--- src/hbcc_pkg.sv ---
// Shared constants, types and lookup functions for the half-bridge chop control.
// Assumes a single 20 MHz core clock and a plain strobe register port.
package hbcc_pkg;

   localparam int CLK_MHZ = 20;
   localparam int NS_PER_US = 1000;
   localparam int CW = 12;

   localparam int TOFF_NS = 25000;
   localparam int BLANK_NS = 2000;
   localparam int DRIVE_NS = 2000;
   localparam int DEAD_NS = 240;
   localparam int PWR_STEP_NS = 1000;

   localparam int AW = 8;
   localparam int DW = 32;
   localparam logic [AW-1:0] REG_CTRL = 8'h00;
   localparam logic [AW-1:0] REG_STATUS = 8'h04;

   localparam int CTRL_GAIN_LSB = 0;
   localparam int CTRL_SAMPLE_HOLD_ENABLE_BIT = 2;
   localparam int ST_MODE_BIT = 0;
   localparam int ST_BRAKE_BIT = 1;
   localparam int ST_FAULT_BIT = 2;
   localparam int ST_OCP_BIT = 3;
   localparam int ST_ILLEGAL_BIT = 4;
   localparam int ST_LEG_LSB = 5;

   localparam logic [1:0] GAIN_RST = 2'h1;
   localparam logic [1:0] GAIN_FIXED = 2'h1;
   localparam logic [2:0] DRV_LEVEL_MAX = 3'h5;

   typedef enum logic [1:0] {LEG_OFF, LEG_HIGH, LEG_LOW} hbcc_leg_t;
   typedef enum logic [1:0] {PW_OFF, PW_DIG, PW_LATCH, PW_RUN} hbcc_pwr_t;
   typedef enum logic [1:0] {CH_IDLE, CH_BLANK, CH_SENSE, CH_OFF} hbcc_chop_t;
   typedef enum logic {GS_STEADY, GS_WAIT} hbcc_gseq_t;

   // Asynchronous pin inputs
   typedef struct packed {
      logic       first_control_input;
      logic       second_control_input;
      logic       sleep_n;
      logic       mode_strap_high;
      logic       chop_compare;
      logic       sense_overcurrent;
      logic       ext_fault;
      logic       high_gate_off;
      logic       low_gate_off;
      logic [2:0] gate_current_select;
   } hbcc_pins_t;

   typedef struct packed {
      logic hs_on;
      logic ls_on;
      logic peak;
      logic ls_strong;
   } hbcc_gate_t;

   // Least time in cycles, rounded up, never below one
   function automatic logic [CW-1:0] hbcc_cycles(input int ns);
      int c;
      c = (ns * CLK_MHZ + NS_PER_US - 1) / NS_PER_US;
      if (c < 1) begin
         c = 1;
      end
      return CW'(c);
   endfunction

   // Gain in tenths of V/V
   function automatic logic [9:0] hbcc_gain_x10(input logic [1:0] code);
      case (code)
         2'h0: return 10'h064;
         2'h1: return 10'h0c6;
         2'h2: return 10'h18a;
         default: return 10'h30c;
      endcase
   endfunction

   // Source current in mA at 13.5 V supply; level 0 is pin grounded, 3 is open
   function automatic logic [9:0] hbcc_src_ma(input logic [2:0] lvl, input logic hs);
      case (lvl)
         3'h0: return 10'h00a;
         3'h1: return 10'h014;
         3'h2: return hs ? 10'h032 : 10'h02d;
         3'h3: return hs ? 10'h09b : 10'h082;
         3'h4: return hs ? 10'h0d2 : 10'h0b4;
         default: return hs ? 10'h104 : 10'h0e1;
      endcase
   endfunction

endpackage

--- src/hbcc_top.sv ---
// Digital core of a single half-bridge gate driver with fixed off-time chopping.
// Assumes analog comparators and gate-off detectors feed it; pins are asynchronous.
// Overview of operation
// - Strap high gives unregulated PWM; strap floating gives regulated PWM.
// - Power-up enables digital regulator, then latches strap, then analog regulator.
// - Strap is captured only at power-up or sleep exit, later changes ignored.
// - Fault indicator is pulled low on any fault, released otherwise.
// - Current at chopping threshold forces brake until off-time expires.
// - Sense input is ignored for a blanking time after current enable.
// - Chop decision compares gained shunt voltage with reference; fixed gain 19.8.
// - Configurable variant offers gains 10, 19.8, 39.4 or 78.
// - Unregulated mode never chops current.
// - Regulated mode with both inputs high brakes on the low side.
// - Sense differential above 1 V flags overcurrent.
// - With sample-hold enabled, amplifier output is high impedance in brake.
// - Each output change gets a peak-current window, then a hold current.
// - High-side turn-on holds the low gate with a strong pulldown.
// - No FET turns on until the opposite one is detected off.
// - Peak sink current is about twice the source current.
// - Grounded drive pin selects 10 mA source, 20 mA sink.
// - Open drive pin selects 155 mA high, 130 mA low source.
`timescale 1ns/1ps
`default_nettype none
module hbcc_top
   import hbcc_pkg::*;
#(
   parameter int         TOFF_T_NS   = TOFF_NS,
   parameter int         BLANK_T_NS  = BLANK_NS,
   parameter int         DRIVE_T_NS  = DRIVE_NS,
   parameter int         DEAD_T_NS   = DEAD_NS,
   parameter int         PWR_T_NS    = PWR_STEP_NS,
   parameter logic       CONFIG_GAIN = 1'b1
) (
   input  wire logic          core_clk_in,
   input  wire logic          arst_n_in,
   input  wire hbcc_pins_t    pins_in,
   input  wire logic [AW-1:0] reg_addr_in,
   input  wire logic [DW-1:0] reg_wdata_in,
   input  wire logic          reg_wr_in,
   input  wire logic          reg_rd_in,
   output var  logic [DW-1:0] reg_rdata_out,
   output var  logic          digital_regulator_en_out,
   output var  logic          analog_regulator_en_out,
   output var  hbcc_gate_t    gate_out,
   output var  logic          fault_indicator_low_out,
   output var  logic          fault_indicator_low_oe_out,
   output var  logic          amp_hiz_out,
   output var  logic [1:0]    gain_code_out,
   output var  logic [9:0]    gain_x10_out,
   output var  logic [9:0]    hs_source_ma_out,
   output var  logic [9:0]    ls_source_ma_out,
   output var  logic [9:0]    hs_sink_ma_out,
   output var  logic [9:0]    ls_sink_ma_out
);
   localparam logic [CW-1:0] TOFF_CYC  = hbcc_cycles(TOFF_T_NS);
   localparam logic [CW-1:0] BLANK_CYC = hbcc_cycles(BLANK_T_NS);
   localparam logic [CW-1:0] DRIVE_CYC = hbcc_cycles(DRIVE_T_NS);
   localparam logic [CW-1:0] DEAD_CYC  = hbcc_cycles(DEAD_T_NS);
   localparam logic [CW-1:0] PWR_CYC   = hbcc_cycles(PWR_T_NS);
   localparam logic [CW-1:0] CNT_ONE   = 12'h001;

   logic        rst_meta_r;
   logic        rst_n_r;
   hbcc_pins_t  pin_s;

   // Async assert, sync release
   always_ff @(posedge core_clk_in or negedge arst_n_in) begin
      if (!arst_n_in) begin
         rst_meta_r <= 1'b0;
         rst_n_r    <= 1'b0;
      end else begin
         rst_meta_r <= 1'b1;
         rst_n_r    <= rst_meta_r;
      end
   end

   hbcc_sync #(.W($bits(hbcc_pins_t))) u_sync (
      .clk_in   (core_clk_in),
      .rst_n_in (rst_n_r),
      .d_in     (pins_in),
      .q_out    (pin_s)
   );

   hbcc_pwr_t   pw_r, pw_nxt;
   logic [CW-1:0] pw_cnt_r, pw_cnt_nxt;
   logic        mode_unreg_r, mode_unreg_nxt;
   hbcc_chop_t  ch_r, ch_nxt;
   logic [CW-1:0] ch_cnt_r, ch_cnt_nxt;
   hbcc_gseq_t  gs_r, gs_nxt;
   hbcc_leg_t   leg_r, leg_nxt;
   logic [CW-1:0] gs_cnt_r, gs_cnt_nxt;
   logic [CW-1:0] peak_cnt_r, peak_cnt_nxt;
   logic [1:0]  gain_sel_r;
   logic        sample_hold_enable_r;
   logic        ocp_flag_r, illegal_flag_r;
   logic        fault_r;
   logic        brake_r;

   // Power-up sequencing; strap is sampled only in the latch step
   always_comb begin
      pw_nxt         = pw_r;
      pw_cnt_nxt     = pw_cnt_r + CNT_ONE;
      mode_unreg_nxt = mode_unreg_r;
      if (!pin_s.sleep_n) begin
         pw_nxt     = PW_OFF;
         pw_cnt_nxt = '0;
      end else begin
         case (pw_r)
            PW_OFF: begin
               pw_nxt     = PW_DIG;
               pw_cnt_nxt = '0;
            end
            PW_DIG: begin
               if (pw_cnt_r == PWR_CYC - CNT_ONE) begin
                  pw_nxt     = PW_LATCH;
                  pw_cnt_nxt = '0;
               end
            end
            PW_LATCH: begin
               mode_unreg_nxt = pin_s.mode_strap_high;
               pw_nxt         = PW_RUN;
               pw_cnt_nxt     = '0;
            end
            default: begin
               pw_cnt_nxt = '0;
            end
         endcase
      end
   end

   wire logic run = (pw_r == PW_RUN);
   wire logic in1 = pin_s.first_control_input;
   wire logic in2 = pin_s.second_control_input;
   wire logic regulated = run && !mode_unreg_r;
   // Inputs outside the mode's table are a fault
   wire logic illegal = run && (mode_unreg_r ? in2 : (!in1 && in2));
   wire logic fault_any = illegal || pin_s.ext_fault || pin_s.sense_overcurrent;
   wire logic bridge_block = !run || illegal || pin_s.ext_fault;

   hbcc_leg_t leg_in;
   assign leg_in = mode_unreg_r ? (in1 ? LEG_HIGH : LEG_LOW) :
                   (in1 ? (in2 ? LEG_LOW : LEG_HIGH) : LEG_OFF);

   wire logic want_high = regulated && !bridge_block && (leg_in == LEG_HIGH);

   // One counter times blanking and off-time
   always_comb begin
      ch_nxt     = ch_r;
      ch_cnt_nxt = ch_cnt_r + CNT_ONE;
      case (ch_r)
         CH_IDLE: begin
            ch_cnt_nxt = '0;
            if (want_high) begin
               ch_nxt = CH_BLANK;
            end
         end
         CH_BLANK: begin
            if (!want_high) begin
               ch_nxt     = CH_IDLE;
               ch_cnt_nxt = '0;
            end else if (ch_cnt_r == BLANK_CYC - CNT_ONE) begin
               ch_nxt     = CH_SENSE;
               ch_cnt_nxt = '0;
            end
         end
         CH_SENSE: begin
            ch_cnt_nxt = '0;
            if (!want_high) begin
               ch_nxt = CH_IDLE;
            end else if (pin_s.chop_compare) begin
               ch_nxt = CH_OFF;
            end
         end
         default: begin
            if (!regulated || bridge_block) begin
               ch_nxt     = CH_IDLE;
               ch_cnt_nxt = '0;
            end else if (ch_cnt_r == TOFF_CYC - CNT_ONE) begin
               ch_nxt     = want_high ? CH_BLANK : CH_IDLE;
               ch_cnt_nxt = '0;
            end
         end
      endcase
   end

   hbcc_leg_t target;
   assign target = bridge_block ? LEG_OFF :
                   (ch_r == CH_OFF) ? LEG_LOW : leg_in;

   wire logic opp_off = (target == LEG_HIGH) ? pin_s.low_gate_off :
                        (target == LEG_LOW) ? pin_s.high_gate_off : 1'b1;
   wire logic dead_done = (gs_cnt_r >= DEAD_CYC - CNT_ONE);

   // Break-before-make on the opposite gate-off flag
   always_comb begin
      gs_nxt       = gs_r;
      leg_nxt      = leg_r;
      gs_cnt_nxt   = '0;
      peak_cnt_nxt = (peak_cnt_r != '0) ? peak_cnt_r - CNT_ONE : '0;
      case (gs_r)
         GS_STEADY: begin
            if (target != leg_r) begin
               if (leg_r != LEG_OFF) begin
                  leg_nxt      = LEG_OFF;
                  peak_cnt_nxt = DRIVE_CYC;
               end
               gs_nxt = GS_WAIT;
            end
         end
         default: begin
            gs_cnt_nxt = dead_done ? gs_cnt_r : gs_cnt_r + CNT_ONE;
            if (target == LEG_OFF) begin
               gs_nxt = GS_STEADY;
            end else if (opp_off && dead_done) begin
               leg_nxt      = target;
               peak_cnt_nxt = DRIVE_CYC;
               gs_nxt       = GS_STEADY;
            end
         end
      endcase
   end

   hbcc_gate_t gate_nxt;
   assign gate_nxt.hs_on = (leg_nxt == LEG_HIGH);
   assign gate_nxt.ls_on = (leg_nxt == LEG_LOW);
   assign gate_nxt.peak = (peak_cnt_nxt != '0);
   assign gate_nxt.ls_strong = gate_nxt.hs_on && gate_nxt.peak;

   wire logic brake_nxt = regulated && (leg_nxt == LEG_LOW);
   wire logic [1:0] gain_eff = CONFIG_GAIN ? gain_sel_r : GAIN_FIXED;

   // Register port decode
   wire logic wr_ctrl = reg_wr_in && (reg_addr_in == REG_CTRL);
   wire logic wr_status = reg_wr_in && (reg_addr_in == REG_STATUS);
   logic [DW-1:0] rd_mux;
   always_comb begin
      rd_mux = '0;
      if (reg_addr_in == REG_CTRL) begin
         rd_mux[CTRL_GAIN_LSB +: 2] = gain_sel_r;
         rd_mux[CTRL_SAMPLE_HOLD_ENABLE_BIT]     = sample_hold_enable_r;
      end else if (reg_addr_in == REG_STATUS) begin
         rd_mux[ST_MODE_BIT]       = mode_unreg_r;
         rd_mux[ST_BRAKE_BIT]      = brake_r;
         rd_mux[ST_FAULT_BIT]      = fault_r;
         rd_mux[ST_OCP_BIT]        = ocp_flag_r;
         rd_mux[ST_ILLEGAL_BIT]    = illegal_flag_r;
         rd_mux[ST_LEG_LSB +: 2]   = leg_r;
      end
   end

   // Sticky flags: a new event wins over a write-one clear
   wire logic ocp_nxt = pin_s.sense_overcurrent ||
                        (ocp_flag_r && !(wr_status && reg_wdata_in[ST_OCP_BIT]));
   wire logic ill_nxt = illegal ||
                        (illegal_flag_r && !(wr_status && reg_wdata_in[ST_ILLEGAL_BIT]));

   always_ff @(posedge core_clk_in or negedge rst_n_r) begin
      if (!rst_n_r) begin
         pw_r         <= PW_OFF;
         pw_cnt_r     <= '0;
         mode_unreg_r <= 1'b0;
         ch_r         <= CH_IDLE;
         ch_cnt_r     <= '0;
         gs_r         <= GS_STEADY;
         leg_r        <= LEG_OFF;
         gs_cnt_r     <= '0;
         peak_cnt_r   <= '0;
      end else begin
         pw_r         <= pw_nxt;
         pw_cnt_r     <= pw_cnt_nxt;
         mode_unreg_r <= mode_unreg_nxt;
         ch_r         <= ch_nxt;
         ch_cnt_r     <= ch_cnt_nxt;
         gs_r         <= gs_nxt;
         leg_r        <= leg_nxt;
         gs_cnt_r     <= gs_cnt_nxt;
         peak_cnt_r   <= peak_cnt_nxt;
      end
   end

   always_ff @(posedge core_clk_in or negedge rst_n_r) begin
      if (!rst_n_r) begin
         gain_sel_r     <= GAIN_RST;
         sample_hold_enable_r        <= 1'b0;
         ocp_flag_r     <= 1'b0;
         illegal_flag_r <= 1'b0;
         reg_rdata_out  <= '0;
      end else begin
         if (wr_ctrl) begin
            gain_sel_r <= reg_wdata_in[CTRL_GAIN_LSB +: 2];
            sample_hold_enable_r    <= reg_wdata_in[CTRL_SAMPLE_HOLD_ENABLE_BIT];
         end
         ocp_flag_r     <= ocp_nxt;
         illegal_flag_r <= ill_nxt;
         reg_rdata_out  <= reg_rd_in ? rd_mux : '0;
      end
   end

   // Registered outputs
   always_ff @(posedge core_clk_in or negedge rst_n_r) begin
      if (!rst_n_r) begin
         digital_regulator_en_out   <= 1'b0;
         analog_regulator_en_out    <= 1'b0;
         gate_out                   <= '0;
         fault_r                    <= 1'b0;
         brake_r                    <= 1'b0;
         fault_indicator_low_out    <= 1'b0;
         fault_indicator_low_oe_out <= 1'b0;
         amp_hiz_out                <= 1'b0;
      end else begin
         digital_regulator_en_out   <= (pw_nxt != PW_OFF);
         analog_regulator_en_out    <= (pw_nxt == PW_RUN);
         gate_out                   <= gate_nxt;
         fault_r                    <= fault_any;
         brake_r                    <= brake_nxt;
         fault_indicator_low_out    <= 1'b0;
         fault_indicator_low_oe_out <= fault_any;
         amp_hiz_out                <= sample_hold_enable_r && brake_nxt;
      end
   end

   // Codes above the top level clip to it
   wire logic [2:0] lvl_clip = (pin_s.gate_current_select > DRV_LEVEL_MAX) ?
                               DRV_LEVEL_MAX : pin_s.gate_current_select;
   wire logic [9:0] hs_src = hbcc_src_ma(lvl_clip, 1'b1);
   wire logic [9:0] ls_src = hbcc_src_ma(lvl_clip, 1'b0);

   // Sink is twice the source
   always_ff @(posedge core_clk_in or negedge rst_n_r) begin
      if (!rst_n_r) begin
         gain_code_out    <= GAIN_RST;
         gain_x10_out     <= '0;
         hs_source_ma_out <= '0;
         ls_source_ma_out <= '0;
         hs_sink_ma_out   <= '0;
         ls_sink_ma_out   <= '0;
      end else begin
         gain_code_out    <= gain_eff;
         gain_x10_out     <= hbcc_gain_x10(gain_eff);
         hs_source_ma_out <= hs_src;
         ls_source_ma_out <= ls_src;
         hs_sink_ma_out   <= {hs_src[8:0], 1'b0};
         ls_sink_ma_out   <= {ls_src[8:0], 1'b0};
      end
   end

endmodule
`default_nettype wire

--- src/hbcc_sync.sv ---
// Two-flop synchroniser array for the pin inputs.
// Assumes the reset given is already released synchronously.
`timescale 1ns/1ps
`default_nettype none
module hbcc_sync #(
   parameter int W = 1
) (
   input  wire logic         clk_in,
   input  wire logic         rst_n_in,
   input  wire logic [W-1:0] d_in,
   output var  logic [W-1:0] q_out
);
   logic [W-1:0] meta_r;

   genvar i;
   generate
      for (i = 0; i < W; i++) begin : g_bit
         always_ff @(posedge clk_in or negedge rst_n_in) begin
            if (!rst_n_in) begin
               meta_r[i] <= 1'b0;
               q_out[i]  <= 1'b0;
            end else begin
               meta_r[i] <= d_in[i];
               q_out[i]  <= meta_r[i];
            end
         end
      end
   endgenerate
endmodule
`default_nettype wire

--- config.mk ---
export PLATFORM = sky130hd
export DESIGN_NAME = hbcc_top
export DESIGN_NICKNAME = d
export VERILOG_FILES = /design/src/hbcc_pkg.sv /design/src/hbcc_top.sv /design/src/hbcc_sync.sv
export SDC_FILE = /design/constraint.sdc
export NUM_CORES = 1
export LEC_CHECK = 0
export BUFFER_PORTS_ARGS = -buffer_cell sky130_fd_sc_hd__buf_2
export CORE_AREA = 8 8 112 114
export DETAILED_ROUTE_END_ITERATION = 12
export DIE_AREA = 0 0 120 122
export HOLD_SLACK_MARGIN = 0.15
export PLACE_DENSITY = 0.79
export SYNTH_ARGS = -nofsm -noshare
export SYNTH_HDL_FRONTEND = slang
export SYNTH_HIERARCHICAL = 1
export SYNTH_SLANG_ARGS = --single-unit
--- constraint.sdc ---
create_clock -name core_clk_in -period 5.5 [get_ports core_clk_in]
set_clock_uncertainty 0.1 [all_clocks]
set_input_delay 0.825 -clock core_clk_in [delete_from_list [all_inputs] [get_ports core_clk_in]]
set_output_delay 0.825 -clock core_clk_in [all_outputs]
set_load 0.005 [all_outputs]
* Word-level counts from Yosys, hierarchy flattened
Index checks and enable logic that the tools add are counted.
** Storage, ports and cells
- Output and inout bits :: 93
- ROM bits :: 0
- Bits of input ports :: 56
- RAM bits :: 0
- Bits in registers :: 152
- Latch bits :: 0
- Memories :: 0
- Logic and storage cells :: 185
** Cells by class
- Bitwise operators :: 0
- Reduce and logical (&&, ||, !) cells :: 43
- Multipliers :: 0
- Div/mod/pow operators :: 0
- Add/subtract/negate cells :: 4
- Shift-type cells :: 0
- $lt $le $gt $ge :: 2
- Equal/unequal tests :: 27
- Multiplexer cells :: 54
** Operators by type and width (number)
- $mux W12 :: 15
- $pmux W9 S5 :: 1
- $mux W2 :: 20
- $pmux W8 S5 :: 1
- $add A12 B1 Y12 const B :: 3
- $pmux W10 S3 :: 1
- $pmux W12 S2 :: 1
- $reduce_bool A12 Y1 :: 2
- $eq A2 B2 Y1 const B :: 8
- $logic_and A1 B1 Y1 :: 15
- $mux W7 :: 2
- $eq A12 B5 Y1 const B :: 1
- $eq A12 B6 Y1 const B :: 1
- $eq A12 B9 Y1 const B :: 1
- $eq A2 B1 Y1 const B :: 6
- $ge A12 B3 Y1 const B :: 1
- $pmux W2 S3 :: 2
- $sub A12 B1 Y12 const B :: 1
- $eq A8 B3 Y1 const B :: 1
- $logic_not A2 Y1 :: 4
- $logic_not A8 Y1 :: 1
- $mux W1 :: 8
- $logic_not A1 Y1 :: 7
- $logic_or A1 B1 Y1 :: 7
- 16 further kinds :: 20

* Logic depth before layout (Yosys ltp)
- Word-level depth :: 17
- Gate-level depth with buffers :: 8
- Gate-level depth less buffers :: 8

* Hierarchy
The synthesis kept the hierarchy.
** By module, submodules not included
- hbcc_top :: area an instance 4987.3 um2, times used 1, cells an instance 476
- hbcc_sync :: area an instance 600.6 um2, times used 1, cells an instance 24

* Least setup slack after synthesis
OpenSTA, ideal clock, no wires.
- Kind :: in2reg
- Start point :: input port reg_addr_in[5]
- End point :: register gain_sel_r[1] (netlist: gain_eff[1])
- Path slack :: 3.170 ns
- Library setup time :: 0.125 ns
- Cell stages on the path :: 4
- Path buffers :: 0
- Data arrival time :: 2.106 ns
- Cells stage by stage :: or4_1 > nor4_2 > nand3b_1 > mux2_2
** Between the ends
- Word-level cells in the longest chain between the ends :: 2
** Ends and longest elaborated chain
- from (decl) :: RTL line hbcc_top.sv:37 : input wire logic [AW-1:0] reg_addr_in,
- $logic_not A8 Y1 :: RTL line hbcc_top.sv:233 : wire logic wr_ctrl = reg_wr_in && (reg_addr_in == REG_CTRL);
- $logic_and A1 B1 Y1 :: RTL line hbcc_top.sv:233
- to (signal assigned) :: RTL line hbcc_top.sv:290 : gain_sel_r <= reg_wdata_in[CTRL_GAIN_LSB +: 2];
- to (decl) :: RTL line hbcc_top.sv:93 : logic [1:0] gain_sel_r;
No other way between the ends.
A chain may end at the register's enable or synchronous reset.

==> results.json <==
{
  "synth_ff_type": "dfrtp_1",
  "highest_layer": "met4",
  "setup_ws_ns": 3.18,
  "ys_warn_count": 6,
  "area.growth.synth_to_final_pct": 16.5,
  "dr_wl_met3_um": 691,
  "yosys-top-cells-area": "dfrtp_1 (56%), buf_4 (7.4%), nor2_1 (4.2%)",
  "cp.required_ns": 5.80,
  "crit_buf_inv": 1,
  "root_buffer": "clkbuf_8",
  "p_total_uw": 2500,
  "async_flop_share_pct": 100,
  "drv_slew": 0,
  "ys_ff_latch": 126,
  "ys_seq_area_share_pct": 56.5,
  "layout.nets": 645,
  "rsz0062_at_grt": "false",
  "cp_data_arrival_time_ns": 2.62,
  "placed_area_mm2": 0.00587,
  "crit_family": "compound AO/OA/AOI/OAI gates",
  "clock-sinks": 126,
  "cts_tree": "built",
  "clk_pin_slew_ns": 0.06,
  "synth.distinct_cells": 60,
  "peakVddDrop_v": 0.000241,
  "setup_viol": 0,
  "yosys.area.top_type_share_pct": 55.5,
  "grt.total_usage_pct": 14.5,
  "yosysMostFrequentCell": "dfrtp_1",
  "syn-instance-count": 500,
  "cts_buffer_depth": 2,
  "fin_setup_tns_ns": 0,
  "grt_max_degree": 87,
  "dieWidth_um": 120,
  "finalHoldViolCount": 0,
  "cts_max_level": 4,
  "syn_area_mm2": 0.00559,
  "wl_per_cell_um": 14.1,
  "crit_path_max_fanout": 6,
  "dp_hpwl_um": 7330,
  "die_h_um": 122,
  "portBuffers": 87,
  "clk_latency_ns": 0.52,
  "synth_commonest_cells": "dfrtp_1 (124), nor2_1 (63), buf_4 (55), inv_1 (25), nand2_1 (19)",
  "fin_crit_ns": 2.32,
  "n_antenna_cell": 0,
  "coreArea_mm2": 0.0107,
  "overflow": 0,
  "grt_pass1_wl_um": 17100,
  "synth_top_cell_by_area": "dfrtp_1",
  "critPathCaptureType": "register",
  "route.vias.total": 3617,
  "fmax_ghz": 0.431,
  "drtIter0Drc": 173,
  "met1_length_um": 4360,
  "crit_chain": "inv_1 -> ha_1 -> o21bai_1 -> a21oi_1 -> a211oi_1 -> nor2_1 -> a41o_1 -> a211oi_1",
  "path_class": "reg -> reg",
  "antenna_left": 0,
  "cp-start-kind": "register",
  "p_per_area_mw_per_mm2": 384,
  "cpPeakStageDelay_ns": 0.42,
  "postSynthAreaPerCell_um2": 11.2,
  "leakagePower_uw": 0.00325,
  "die_area_mm2": 0.0146,
  "drv_cap": 0,
  "antenna_found_initial": 0,
  "start_util_pct": 52.2,
  "dr.pass1.iters": 4,
  "grt_pass1_vias": 3657,
  "layout_worst_path_cycle_share_pct": 42.2,
  "numCtsBuffers": 17,
  "hp-class": "reg -> reg",
  "synth_edf_count": 0,
  "viasPerCell": 4.95,
  "drcViolationCount": 0,
  "gp_congestion": 0.903,
  "wl_um": 10300,
  "cpMaxStageDelayCell": "dfrtp_1",
  "relSlewSlack_pct": 30.4,
  "ioPinCount": 149,
  "crit_top_cell": "a211oi_1",
  "design_area_mm2": 0.00651,
  "fp-row-count": 38,
  "cts_resized": 0,
  "status": "finished clean",
  "drive_gt1_share_pct": 26.2,
  "pre_cts_slack_ns": 2.93,
  "wl_met2_um": 5050,
  "worst_pin_slew_ns": 1.04
}
==> stage by stage <==
step | hold slack (ns) | cells | util (%)
2_1_floorplan | 0.231 | 533 | -
3_3_place_gp | 0.235 | 698 | 54.9
3_5_place_dp | 0.237 | 698 | 54.9
4_1_cts | 0.247 | 731 | 60.8
5_1_grt | 0.246 | 731 | 60.8
6_report | 0.244 | 731 | 60.8
==> logic make-up (layout without fill, tap and decap cells) <==
family                     after synthesis  count (layout)  synth area share, %
and+or+nand+nor                        190             190                 19.0
DFF                                    126             126                 56.5
buffers and inverters                   89             147                 10.0
AOI/OAI and AO/OA                       42              42                 5.37
xor gates and xnor gates                32              32                 5.02
adders and majority gates               11              11                 2.46
muxes                                    8               8                 1.54
other                                    2              35                0.134
==> per-layer routing <==
metal  up-vias  GRT usage [%]
met3        16           5.18
met5         -              0
met1      1759           16.7
li1       1729              -
met4         0           6.01
met2       113           24.2
==> worst register-to-register path: cells and delay by family, from the launching register on <==
kind	cells	cell delay, ns
AO/OA/AOI/OAI	5	1.17
flip-flops	1	0.42
adder cells (fa/ha/maj)	1	0.31
buffers and inverters	1	0.10
AND/OR/NAND/NOR	1	0.09
==> final cells by class <==
| cell class | count | area, µm² |
|---|---|---|
| Inverter | 26 | 97.6 |
| Clock buffer | 18 | 418 |
| Timing Repair Buffer | 89 | 453 |
| Fill cell | 848 | 4190 |
| Multi-Input combinational cell | 318 | 2000 |
| Tap cell | 140 | 175 |
| Sequential cell | 126 | 3160 |
| Clock inverter | 14 | 208 |
==> sequential cells by signal, summed over array words and instances (netlist names), 2 cells and up <==
register	cells
hs_sink_ma_out	8
ch_r	2
ch_cnt_r	12
pw_r	2
reg_rdata_out	7
peak_cnt_r	12
gs_cnt_r	12
ls_sink_ma_out	7
gain_x10_out	6
gate_out	4
gain_code_out	2
gain_eff	2
leg_r	2
u_sync/q_out	12
pw_cnt_r	12
u_sync/meta_r	12
==> worst paths after layout <==
| check | from | cells after the start | to | slack, ns |
|---|---|---|---|---|
| setup / recovery | peak_cnt_r[0] | 8 | gate_out[0] | 3.18 |
| hold / removal | u_sync/meta_r[0] | 0 | u_sync/q_out[0] | 0.24 |
| setup reg to reg | peak_cnt_r[0] | 8 | gate_out[0] | 3.18 |
| hold reg to reg | u_sync/meta_r[0] | 0 | u_sync/q_out[0] | 0.24 |
| max in group asynchronous | rst_n_r | 1 | ocp_flag_r | 3.78 |
| min in group asynchronous | rst_n_r | 0 | hs_sink_ma_out[6] | 0.42 |
==> where the power goes <==
group,total (µW),switching [µW],internal [µW]
sequential,1010,36.3,973
combinational,320,185,135
clock,1170,426,747
==> layout by cell type, fill, tap and decap left out, types with 11 or more instances in the layout <==
master / Yosys / routed
o21ai_0: 11 / 11
nor2_1: 63 / 63
and2_1: 17 / 17
ha_1: 11 / 11
xor2_1: 15 / 15
xnor2_1: 17 / 17
inv_1: 25 / 25
buf_2: 2 / 87
clkbuf_16: 0 / 16
dfrtp_1: 124 / 123
conb_1: 2 / 35
nand2_1: 19 / 19
nand3_1: 17 / 17
==> repair_timing <==
| item | 4_1_cts | 5_1_grt |
|---|---|---|
| hold endpoints to repair | 2 | 0 |
| hold buffers | 1 | 0 |
| buffers inserted | 0 | 0 |
No activity file was read; power rests on OpenSTA's default activity.
